File: config.mk
export PLATFORM = sky130hd
export DESIGN_NAME = hgp_port
export DESIGN_NICKNAME = d
export VERILOG_FILES = /design/src/logic/hgp_pkg.sv /design/src/logic/hgp_sync.sv /design/src/logic/hgp_pad.sv /design/src/logic/hgp_port.sv
export SDC_FILE = /design/constraint.sdc
export NUM_CORES = 1
export LEC_CHECK = 0
export BUFFER_PORTS_ARGS = -buffer_cell sky130_fd_sc_hd__buf_2
export CAP_MARGIN = 20
export CORE_MARGIN = 4
export CORE_UTILIZATION = 44
export CTS_BUF_LIST = sky130_fd_sc_hd__clkbuf_4
export DETAILED_ROUTE_END_ITERATION = 7
export PLACE_DENSITY = 0.8
export SLEW_MARGIN = 20
export SYNTH_ARGS = -nofsm -noshare
export SYNTH_HDL_FRONTEND = slang
export SYNTH_HIERARCHICAL = 1
export SYNTH_SLANG_ARGS = --single-unit
File: constraint.sdc
create_clock -name mclk -period 3.54 [get_ports mclk]
set_input_delay 0.354 -clock mclk [delete_from_list [all_inputs] [get_ports mclk]]
set_output_delay 0.354 -clock mclk [all_outputs]
set_load 0.03 [all_outputs]
File: src/logic/hgp_pkg.sv
// Package with register map, reset values and bus carrier types for the GPIO port
package hgp_pkg;
  localparam int unsigned PIN_COUNT = 29;
  localparam int unsigned ADDR_W = 12;
  localparam logic [11:0] OFS_OUTPUT_DATA = 12'h000;
  localparam logic [11:0] OFS_DIRECTION = 12'h004;
  localparam logic [11:0] OFS_PIN_INPUT = 12'h050;
  localparam logic [31:0] RST_OUTPUT_DATA = 32'h0000_0000;
  localparam logic [31:0] RST_DIRECTION = 32'h0000_0000;
  localparam logic [31:0] UNMAPPED_READ = 32'h0000_0000;
  localparam int unsigned LED_BIT = 24;
  localparam int unsigned KEY_BIT = 25;
  localparam int unsigned FIRST_LINE = 29;

  typedef struct packed {
    logic read;
    logic write;
    logic [11:0] address;
    logic [3:0] byteenable;
    logic [31:0] writedata;
  } hgp_req_t;

  typedef struct packed {
    logic waitrequest;
    logic [31:0] readdata;
  } hgp_rsp_t;

  typedef enum logic [1:0] {
    SEL_NONE = 2'b00,
    SEL_OUT = 2'b01,
    SEL_DIR = 2'b10,
    SEL_IN = 2'b11
  } hgp_sel_t;
endpackage : hgp_pkg

File: src/logic/hgp_sync.sv
// Two-flop synchroniser bank for the pin inputs
module hgp_sync #(
  parameter int unsigned WIDTH = 29
) (
  input wire logic mclk, // System clock
  input wire logic reset, // Async reset, active high
  input wire logic [WIDTH-1:0] d_async, // Raw pin levels
  output logic [WIDTH-1:0] q_sync // Synchronised levels
);
  logic [WIDTH-1:0] meta_reg;

  always_ff @(posedge mclk or posedge reset)
  begin
    if (reset)
    begin
      meta_reg <= '0;
      q_sync <= '0;
    end
    else
    begin
      meta_reg <= d_async;
      q_sync <= meta_reg;
    end
  end
endmodule : hgp_sync

File: src/logic/hgp_pad.sv
// Per-pin output driver and enable stage
module hgp_pad #(
  parameter int unsigned WIDTH = 29
) (
  input wire logic [WIDTH-1:0] out_level, // Level to drive
  input wire logic [WIDTH-1:0] dir_out, // 1 = pin is output
  output logic [WIDTH-1:0] pin_o, // Pin output value
  output logic [WIDTH-1:0] pin_oe // Pin output enable
);
  genvar g;
  generate
    for (g = 0; g < WIDTH; g++)
    begin : g_pin
      // Data stays parked on pin_o; only the enable gates the pin
      assign pin_oe[g] = dir_out[g];
      assign pin_o[g] = out_level[g];
    end
  endgenerate
endmodule : hgp_pad

File: src/logic/hgp_port.sv
// Top of the GPIO port controller: Avalon-MM slave, registers and pin stage
//
// Design decisions made here: the register addresses and register access over Avalon-MM.

// What this block does
// - Three 32-bit registers: output data, direction, read-only pin input.
// - Direction bit n sets pin n; 1 is output, 0 is input.
// - Output data bit n sets driven level; 1 high, 0 low.
// - Pin input read returns each pin level in its bit position.
// - Bit 0 is the port's lowest pin, line 29; upward to line 57.
// - Bit 24 is the indicator light, bit 25 the push-button.
// - Registers sit in a 4 KB window decoded from the base address.
module hgp_port #(
  parameter int unsigned PINS = hgp_pkg::PIN_COUNT
) (
  input wire logic mclk, // 40 MHz clock
  input wire logic reset, // Async reset, active high
  input wire logic avs_chipselect, // Base-address window select from interconnect
  input wire logic [11:0] avs_address, // Byte offset inside 4 KB window
  input wire logic avs_read, // Read request
  input wire logic avs_write, // Write request
  input wire logic [3:0] avs_byteenable, // Byte lanes of a write
  input wire logic [31:0] avs_writedata, // Write data
  output logic [31:0] avs_readdata, // Read data
  output logic avs_waitrequest, // Stall, low when access completes
  input wire logic [PINS-1:0] pin_i, // Pin levels in
  output logic [PINS-1:0] pin_o, // Pin drive levels
  output logic [PINS-1:0] pin_oe // Pin output enables
);
  hgp_pkg::hgp_req_t req;
  hgp_pkg::hgp_rsp_t rsp;
  logic [31:0] out_data_reg;
  logic [31:0] out_data_next;
  logic [31:0] dir_reg;
  logic [31:0] dir_next;
  logic [31:0] rdata_reg;
  logic [31:0] rdata_next;
  logic ack_reg;
  logic [PINS-1:0] pin_sync;
  logic [31:0] pin_word;
  logic [31:0] be_mask;
  hgp_pkg::hgp_sel_t sel;
  wire access = req.read | req.write;
  wire do_write = req.write & ~ack_reg;
  wire do_read = req.read & ~ack_reg;
  // Named selects keep the register logic and the checks on one decode
  wire wr_out = do_write & (sel == hgp_pkg::SEL_OUT);
  wire wr_dir = do_write & (sel == hgp_pkg::SEL_DIR);
  wire rd_out = do_read & (sel == hgp_pkg::SEL_OUT);
  wire rd_dir = do_read & (sel == hgp_pkg::SEL_DIR);
  wire rd_in = do_read & (sel == hgp_pkg::SEL_IN);
  wire rd_none = do_read & (sel == hgp_pkg::SEL_NONE);

  assign req.read = avs_read & avs_chipselect;
  assign req.write = avs_write & avs_chipselect;
  assign req.address = avs_address;
  assign req.byteenable = avs_byteenable;
  assign req.writedata = avs_writedata;

  function automatic hgp_pkg::hgp_sel_t decode(input logic [11:0] a);
    // Only the low 12 bits reach us: the interconnect decodes the base
    if (a == hgp_pkg::OFS_OUTPUT_DATA)
      decode = hgp_pkg::SEL_OUT;
    else if (a == hgp_pkg::OFS_DIRECTION)
      decode = hgp_pkg::SEL_DIR;
    else if (a == hgp_pkg::OFS_PIN_INPUT)
      decode = hgp_pkg::SEL_IN;
    else
      decode = hgp_pkg::SEL_NONE;
  endfunction : decode

  // Byte lanes with a clear enable keep their stored value
  function automatic logic [31:0] merge_lanes(input logic [31:0] old_word,
    input logic [31:0] new_word, input logic [31:0] mask);
    merge_lanes = (old_word & ~mask) | (new_word & mask);
  endfunction : merge_lanes

  assign sel = decode(req.address);
  assign be_mask = {{8{req.byteenable[3]}}, {8{req.byteenable[2]}},
                    {8{req.byteenable[1]}}, {8{req.byteenable[0]}}};

  hgp_sync #(.WIDTH(PINS)) u_sync (
    .mclk(mclk),
    .reset(reset),
    .d_async(pin_i),
    .q_sync(pin_sync)
  );

  // Unserved upper bits read as zero
  assign pin_word = {{(32-PINS){1'b0}}, pin_sync};

  assign out_data_next = wr_out ?
    merge_lanes(out_data_reg, req.writedata, be_mask) : out_data_reg;
  assign dir_next = wr_dir ?
    merge_lanes(dir_reg, req.writedata, be_mask) : dir_reg;
  assign rdata_next = !do_read ? rdata_reg :
    (sel == hgp_pkg::SEL_OUT) ? out_data_reg :
    (sel == hgp_pkg::SEL_DIR) ? dir_reg :
    (sel == hgp_pkg::SEL_IN) ? pin_word : hgp_pkg::UNMAPPED_READ;

  // One short process per register keeps each reset branch plain
  always_ff @(posedge mclk or posedge reset)
  begin
    if (reset)
      out_data_reg <= hgp_pkg::RST_OUTPUT_DATA;
    else
      out_data_reg <= out_data_next;
  end

  always_ff @(posedge mclk or posedge reset)
  begin
    if (reset)
      dir_reg <= hgp_pkg::RST_DIRECTION;
    else
      dir_reg <= dir_next;
  end

  always_ff @(posedge mclk or posedge reset)
  begin
    if (reset)
      rdata_reg <= 32'h0000_0000;
    else
      rdata_reg <= rdata_next;
  end

  // One wait cycle gives registered read data; ack drops after completion
  always_ff @(posedge mclk or posedge reset)
  begin
    if (reset)
      ack_reg <= 1'b0;
    else
      ack_reg <= access & ~ack_reg;
  end

  assign rsp.waitrequest = access & ~ack_reg;
  assign rsp.readdata = rdata_reg;
  assign avs_waitrequest = rsp.waitrequest;
  assign avs_readdata = rsp.readdata;

  // Bits above the served pins are stored but never reach a pin
  hgp_pad #(.WIDTH(PINS)) u_pad (
    .out_level(out_data_reg[PINS-1:0]),
    .dir_out(dir_reg[PINS-1:0]),
    .pin_o(pin_o),
    .pin_oe(pin_oe)
  );

  property p_oe_follows_dir;
    @(posedge mclk) disable iff (reset)
    pin_oe == dir_reg[PINS-1:0];
  endproperty
  dir_gates_oe_a: assert property (p_oe_follows_dir)
    else $error("pin enable differs from direction");

  input_undriven_a: assert property (@(posedge mclk) disable iff (reset)
    (wr_dir && req.byteenable == 4'hF && req.writedata[PINS-1:0] == '0) |=>
      (pin_oe == '0))
    else $error("input pin driven");

  out_write_a: assert property (@(posedge mclk) disable iff (reset)
    (do_write && sel == hgp_pkg::SEL_OUT && req.byteenable == 4'hF) |=>
      (pin_o == $past(req.writedata[PINS-1:0])))
    else $error("output level not updated by write");

  dir_write_a: assert property (@(posedge mclk) disable iff (reset)
    (do_write && sel == hgp_pkg::SEL_DIR && req.byteenable == 4'hF) |=>
      (dir_reg == $past(req.writedata)))
    else $error("direction not updated");

  in_read_a: assert property (@(posedge mclk) disable iff (reset)
    (do_read && sel == hgp_pkg::SEL_IN) |=>
      (!avs_waitrequest && avs_readdata == {{(32-PINS){1'b0}}, $past(pin_sync)}))
    else $error("pin input read wrong");

  led_pin_a: assert property (@(posedge mclk) disable iff (reset)
    (wr_out && req.byteenable[3]) |=>
      (pin_o[hgp_pkg::LED_BIT] == $past(req.writedata[hgp_pkg::LED_BIT])))
    else $error("indicator bit mismatch");

  ro_input_a: assert property (@(posedge mclk) disable iff (reset)
    (do_write && sel == hgp_pkg::SEL_IN) |=> $stable(out_data_reg) && $stable(dir_reg))
    else $error("write to input register changed state");

  unmapped_zero_a: assert property (@(posedge mclk) disable iff (reset)
    (do_read && sel == hgp_pkg::SEL_NONE) |=> (avs_readdata == 32'h0000_0000))
    else $error("unmapped read not zero");

  one_wait_a: assert property (@(posedge mclk) disable iff (reset)
    (access && !ack_reg) |-> avs_waitrequest ##1 (!avs_waitrequest || !access))
    else $error("waitrequest longer than one cycle");

  // Register hold, read-back, wait-state and pin enable checks
  property p_dir_hold;
    @(posedge mclk) disable iff (reset)
    !wr_dir |=> $stable(dir_reg);
  endproperty
  dir_hold_a: assert property (p_dir_hold)
    else $error("direction changed without a write");

  property p_out_hold;
    @(posedge mclk) disable iff (reset)
    !wr_out |=> $stable(out_data_reg);
  endproperty
  out_hold_a: assert property (p_out_hold)
    else $error("output data changed without a write");

  property p_out_read;
    @(posedge mclk) disable iff (reset)
    rd_out |=> (avs_readdata == $past(out_data_reg));
  endproperty
  out_read_a: assert property (p_out_read)
    else $error("output data read back wrong");

  property p_dir_read;
    @(posedge mclk) disable iff (reset)
    rd_dir |=> (avs_readdata == $past(dir_reg));
  endproperty
  dir_read_a: assert property (p_dir_read)
    else $error("direction read back wrong");

  property p_rdata_hold;
    @(posedge mclk) disable iff (reset)
    !do_read |=> $stable(avs_readdata);
  endproperty
  rdata_hold_a: assert property (p_rdata_hold)
    else $error("read data moved without a read");

  property p_idle_ready;
    @(posedge mclk) disable iff (reset)
    !access |-> !avs_waitrequest;
  endproperty
  idle_ready_a: assert property (p_idle_ready)
    else $error("waitrequest high while idle");

  property p_ack_pulse;
    @(posedge mclk) disable iff (reset)
    ack_reg |=> !ack_reg;
  endproperty
  ack_pulse_a: assert property (p_ack_pulse)
    else $error("completion held longer than one cycle");

  property p_unmapped_write;
    @(posedge mclk) disable iff (reset)
    (do_write && sel == hgp_pkg::SEL_NONE) |=> ($stable(out_data_reg) && $stable(dir_reg));
  endproperty
  unmapped_wr_a: assert property (p_unmapped_write)
    else $error("unmapped write changed state");

  property p_refused_wait;
    @(posedge mclk) disable iff (reset)
    rd_none |-> avs_waitrequest;
  endproperty
  refused_wait_a: assert property (p_refused_wait)
    else $error("unmapped read skipped its wait state");

  property p_write_wait;
    @(posedge mclk) disable iff (reset)
    do_write |-> avs_waitrequest;
  endproperty
  write_wait_a: assert property (p_write_wait)
    else $error("write skipped its wait state");

  property p_upper_zero;
    @(posedge mclk) disable iff (reset)
    rd_in |=> (avs_readdata[31:PINS] == '0);
  endproperty
  upper_zero_a: assert property (p_upper_zero)
    else $error("unserved input bits not zero");

  property p_line_zero;
    @(posedge mclk) disable iff (reset)
    rd_in |=> (avs_readdata[0] == $past(pin_sync[0]));
  endproperty
  line_zero_a: assert property (p_line_zero)
    else $error("lowest pin not at bit zero");

  property p_key_read;
    @(posedge mclk) disable iff (reset)
    rd_in |=> (avs_readdata[hgp_pkg::KEY_BIT] == $past(pin_sync[hgp_pkg::KEY_BIT]));
  endproperty
  key_read_a: assert property (p_key_read)
    else $error("push-button bit read wrong");

  property p_oe_write;
    @(posedge mclk) disable iff (reset)
    (wr_dir && req.byteenable == 4'hF) |=> (pin_oe == $past(req.writedata[PINS-1:0]));
  endproperty
  oe_write_a: assert property (p_oe_write)
    else $error("pin enables not set by direction write");

  // Per-lane hold: a cleared byte enable must protect its byte
  genvar lane;
  generate
    for (lane = 0; lane < 4; lane++)
    begin : g_lane_chk
      lane_keep_a: assert property (@(posedge mclk) disable iff (reset)
        (wr_out && !req.byteenable[lane]) |=>
          (out_data_reg[8*lane +: 8] == $past(out_data_reg[8*lane +: 8])))
        else $error("disabled byte lane written");
    end
  endgenerate

  // One cover per main traffic kind
  wr_out_c: cover property (@(posedge mclk) do_write && sel == hgp_pkg::SEL_OUT);
  wr_dir_c: cover property (@(posedge mclk) do_write && sel == hgp_pkg::SEL_DIR);
  rd_in_c: cover property (@(posedge mclk) do_read && sel == hgp_pkg::SEL_IN);
  key_high_c: cover property (@(posedge mclk) pin_sync[hgp_pkg::KEY_BIT]);
  lane_wr_c: cover property (@(posedge mclk) wr_out && req.byteenable != 4'hF);
endmodule : hgp_port

==> results of run 1 <==
## power by group
| group | total, mW | internal (mW) | switching, mW | leakage (nW) |
|---|---|---|---|---|
| Sequential | 1.90 | 1.86 | 0.0428 | 1.97 |
| Combinational | 0.421 | 0.156 | 0.265 | 1.82 |
| Clock | 1.02 | 0.415 | 0.607 | 0.139 |
## worst paths after layout
check	to	from	slack, ns	depth (start not counted)
min in group asynchronous	u_sync/meta_reg[25]	reset	0.51	3
worst max register to register	flip-flop	ack_reg	1.57	4
worst min register to register	u_sync/q_sync[21]	u_sync/meta_reg[21]	0.35	0
max in group asynchronous	u_sync/meta_reg[9]	reset	2.27	4
worst max-delay path	flip-flop	avs_address[4]	1.39	5
worst min-delay path	flip-flop	avs_writedata[19]	0.04	2
## per-layer routing
metal	up-vias	share of wire	track usage
li1	1997	-	-
met1	2184	0.42	0.251
met5	-	0	0
met2	145	0.49	0.306
met3	25	0.066	0.0550
met4	0	0.022	0.0662
## area by class of cell
cell class	count	area, sq um
antenna	2	5.00
multi-input combinational	248	1880
clock buffer	18	135
timing repair buffer	218	1300
sequential	155	3880
inverter	5	23.8
fill	1179	6410
tap	180	225
clock inverter	13	128
## layout by cell type (no fill, tap or decap), types with 4 or more instances in the layout
cell type,count
o21ai_0,29
clkbuf_4,18
and3_1,29
buf_2,172
nand2_1,36
a31oi_1,29
mux2_2,60
dlygate4sd3_1,39
nand2_2,4
o22ai_1,28
dfrtp_1,155
nor2_8,4
clkinv_2,4
buf_4,7
mux2_1,4
## cell families after synthesis
| group | after synthesis | synth area share |
|---|---|---|
| buffers and inverters | 90 | 0.0932 |
| multiplexers | 64 | 0.114 |
| AND/OR/NAND/NOR | 93 | 0.0923 |
| AO/OA/AOI/OAI | 91 | 0.0883 |
| flip-flops | 155 | 0.612 |
==> out/qor.csv, run 1 <==
metric;value;unit
period utilization;0.607;
ANT nets after route;0;
Hold Slack;0.0364;ns
clock latency on the worst-skew pair;0.55;ns
DIE AREA;0.0164;sq mm
Async SR Flop Fraction;1.00;
setup repair bufs after CTS;0;
number of port buffers;172;
Worst Tran Pin Value;0.875;ns
status;finished clean;
Max VDD drop;267;uV
final setup margin;1.39;ns
Hold Buf Count CTS;35;
Seq cells post-synth;155;
top area cells in the synthesized netlist;dfrtp_1, mux2_2, buf_4;
WP data required;3.98;ns
max-slew violation count;0;
Max Buffers Root-to-Sink;2;
placed inst area;0.00692;sq mm
htree depth;4;
worst-path cell chain;buf_2 -> or4_4 -> or3_1 -> nor2_8 -> mux2_2;
Root Buffer;clkbuf_4;
RSZ-0062 raised after global routing;no;
grt total ovfl;0;
Post-Syn Area;0.00633;sq mm
Final Skew;0.0159;ns
Final Util;0.542;
max-cap check violation count;0;
vias in the first global route;4455;
CTS sink cnt;155;
most numerous cell in the Yosys netlist;dfrtp_1;
routed len/inst;18.2;um
top cells by count, synth;dfrtp_1, mux2_2, buf_4;
Pleak;3.93;nW
vias;4351;
CTS buffer count;17;
post-route minimum period;2.15;ns
ys flop type;dfrtp_1;
detailed-route DRC error count;0;
drt via density;5.19;
Final GP Congestion;0.833;
CP Buf/Inv Count;1;
# nets final;727;
Total GRT Usage;0.191;
largest net degree at the start of global routing;98;
post-synth top area cell;dfrtp_1;
synth unique cells;33;
DPL Wire Length;11000;um
antenna violations before repair;2;
TritonRoute pass-1 iters;4;
CP Launch Type;input port;
yosys warns;6;
initial core utilization;0.453;
fmax;0.465;GHz
Hold Fails Final Rpt;0;
sequential area share after synthesis;0.612;
Largest delay share family, worst path;simple AND/OR/NAND/NOR gates;
final cell count without fillers;839;
total power;3.34;mW
Area Overhead vs Synth;19.7;%
Synth Net Count;575;
critical path type;input port to flip-flop;
critical path arrival;2.59;ns
placed cell count;767;
routed wire length;15300;um
Slew headroom;0.416;
CP peak stage delay;0.69;ns
Synth top area share;0.612;
post_cts resized;0;
# rows;43;
Pwr per Cell Area;441;mW/mm^2
first-pass GRT wire length;24000;um
die width;128;um
Post-Place Worst Slack;0.797;ns
Hold Crit Class;input port to flip-flop;
layout cells sized above 1;0.440;
# IOs;173;
CTS tree;yes;
Slowest cell on crit path;or3_1;
Iter 0 DRT Violations;175;
cell area after layout;0.00758;sq mm
die height;128;um
Post-Synthesis Cells;493;
total negative slack;0;ns
Placeable Area;0.0140;sq mm
Avg Cell Area, Syn;12.8;sq um
CP Max Fanout;31;
Final setup viols;0;
number of flops mapped to enable cells by yosys;0;
clock-pin slew on the worst setup and hold paths;0.13;ns
Critical Path End Type;flip-flop;
Note: power is estimated with default switching activity, not from simulation.
==> run 2, diff against run 1 <==
--- a/config.mk
+++ b/config.mk
@@ -11,7 +11,7 @@
 export CORE_UTILIZATION = 44
 export CTS_BUF_LIST = sky130_fd_sc_hd__clkbuf_4
 export DETAILED_ROUTE_END_ITERATION = 7
-export PLACE_DENSITY = 0.8
+export PLACE_DENSITY = 0.83
 export SLEW_MARGIN = 20
 export SYNTH_ARGS = -nofsm -noshare
 export SYNTH_HDL_FRONTEND = slang
==> constraint.sdc (replaced) <==
create_clock -name mclk -period 1.8 [get_ports mclk]
set_input_delay 0.18 -clock mclk [delete_from_list [all_inputs] [get_ports mclk]]
set_output_delay 0.18 -clock mclk [all_outputs]
set_load 0.03 [all_outputs]
==> run 2 against run 1 <==
Against the previous run: the run now ends with negative setup slack left; register-to-register slack worse by 1.6 ns; first-iteration DRC count is 4.6% lower; sequential cell count stayed put; critical path type is now flip-flop to flip-flop; highest routed layer is now met5.
==> out/qor.csv, run 2 (synthesis gave the netlist of run 1 again) <==
metric;value;unit;change
status;finished, violations left;;was finished clean
failing checks;negative setup slack;;
routed wire length;17100;um;was 15,300 um
CTS buffer count;17;;unchanged
Slowest cell on crit path;dfrtp_1;;was or3_1
period utilization;1.01;;
# rows;43;;unchanged
CP Max Fanout;8;;was 31
detailed-route DRC error count;0;;unchanged
grt total ovfl;0;;unchanged
final setup margin;-0.0110;ns;was 1.39 ns
Worst Tran Pin Value;0.555;ns;was 0.875 ns
Iter 0 DRT Violations;167;;was 175
Placeable Area;0.0140;sq mm;unchanged
Critical Path End Type;flip-flop;;unchanged
Max VDD drop;477;uV;was 267 uV
layout cells sized above 1;0.471;;was 0.440
clock latency on the worst-skew pair;0.53;ns;was 0.55 ns
# IOs;173;;unchanged
# nets final;768;;was 727
vias;4635;;was 4,351
die height;128;um;unchanged
Final setup viols;2;;was 0
Root Buffer;clkbuf_4;;unchanged
htree depth;4;;unchanged
vias in the first global route;4965;;was 4,455
Total GRT Usage;0.205;;was 0.191
Area Overhead vs Synth;32.0;%;was 19.7%
largest net degree at the start of global routing;98;;unchanged
most common cell after layout, fill and taps aside;buf_2;;unchanged
max-cap check violation count;0;;unchanged
reg2reg setup slack;-0.01;ns;was 1.57 ns
critical path arrival;2.22;ns;was 2.59 ns
TritonRoute pass-1 iters;4;;unchanged
most used cell, CP;buf_4;;
first-pass GRT wire length;26100;um;was 24,000 um
total negative slack;-0.0120;ns;was 0 ns
CTS sink cnt;155;;unchanged
most frequent cells in the layout;buf_2, dfrtp_1, dlygate4sd3_1;;was buf_2, dfrtp_1, mux2_2
CTS tree;yes;;unchanged
Final Skew;0.0210;ns;was 0.0159 ns
Hold Crit Class;input port to flip-flop;;unchanged
number of port buffers;172;;unchanged
WP data required;2.21;ns;was 3.98 ns
routed len/inst;19.4;um;was 18.2 um
Max Buffers Root-to-Sink;2;;unchanged
Pleak;4.25;nW;was 3.93 nW
Final GP Congestion;0.854;;was 0.833
Hold Fails Final Rpt;0;;unchanged
initial core utilization;0.453;;unchanged
DPL Wire Length;10900;um;was 11,000 um
DIE AREA;0.0164;sq mm;unchanged
total power;7.18;mW;was 3.34 mW
Slew headroom;0.630;;was 0.416
worst-path cell chain;buf_4 -> nand4bb_1 -> nor4_4 -> buf_4 -> nand2_2 -> mux2_1;;was buf_2 -> or4_4 -> or3_1 -> nor2_8 -> mux2_2
CP peak stage delay;0.42;ns;was 0.69 ns
critical path type;flip-flop to flip-flop;;was input port to flip-flop
Pwr per Cell Area;859;mW/mm^2;was 441 mW/mm^2
Post-Place Worst Slack;-0.325;ns;was 0.797 ns
max-slew violation count;0;;unchanged
fillers;1089;;was 1,179
ANT nets after route;0;;unchanged
fmax;0.552;GHz;
CP Launch Type;flip-flop;;was input port
post-route minimum period;1.81;ns;
RSZ-0062 raised after global routing;yes;;was no
die width;128;um;unchanged
drt via density;5.27;;was 5.19
antenna violations before repair;2;;unchanged
clock-pin slew on the worst setup and hold paths;0.13;ns;about the same
[run 2: timing repair]
action,4_1_cts,5_1_grt
resized for setup,3,23
endpoints found under the setup margin,33,56
endpoints found under the hold margin,217,0
buffers inserted,0,1
cloned,0,3
hold buffers,64,0
pin swaps,2,2
[run 2: final cells by class]
| class | instances | area [sq um] | area share |
|---|---|---|---|
| flip-flops and latches | 155 | 3880 | 0.464 |
| repair buffers | 259 | 1810 | 0.216 |
| multi-input cells | 248 | 2080 | 0.248 |
| diodes | 1 | 2.50 | 0.000299 |
| clock buffers | 17 | 128 | 0.0153 |
| inverters | 5 | 22.5 | 0.00269 |
| clock inverters | 15 | 219 | 0.0262 |
| well taps | 180 | 225 | 0.0269 |
[run 2: metal layers]
layer  vias up  track usage  wire length (um)
met5         -            0                 8
met2       174        0.347              8730
met3        44       0.0500               956
met1      2330        0.247              6860
li1       2085            -                 -
met4         2       0.0968               505
[run 2: worst max-delay path, delay by kind of cell (launching register included)]
family	cells	cell delay, ns
muxes	1	0.36
buffers and inverters	2	0.36
DFF	1	0.42
and+or+nand+nor	3	0.56
[run 2: final timing paths]
kind / startpoint / to / cells past startpoint
worst max register to register: ack_reg / flip-flop / 6
worst min register to register: u_sync/meta_reg[9] / u_sync/q_sync[9] / 0
min in group asynchronous: reset / u_sync/meta_reg[15] / 3
worst min-delay path: avs_byteenable[3] / flip-flop / 3
max in group asynchronous: reset / u_sync/q_sync[7] / 4
worst max-delay path: ack_reg / flip-flop / 6
[run 2: where the power goes]
group / internal, mW / switching (mW) / total (mW)
sequential: 3.66 / 0.0981 / 3.75
combinational: 0.406 / 0.554 / 0.960
clock: 1.24 / 1.22 / 2.46
[run 2: per-stage QoR]
stage               hold WS, ns  instances  utilization  instance area [sq um]
floorplan                 0.211        493            -                   6410
global placement          0.282        779        0.512                   7160
detailed placement        0.286        779        0.512                   7160
CTS                      0.0821        875        0.583                   8160
global route              0.123        880        0.597                   8360
finish                    0.137        880        0.597                   8360
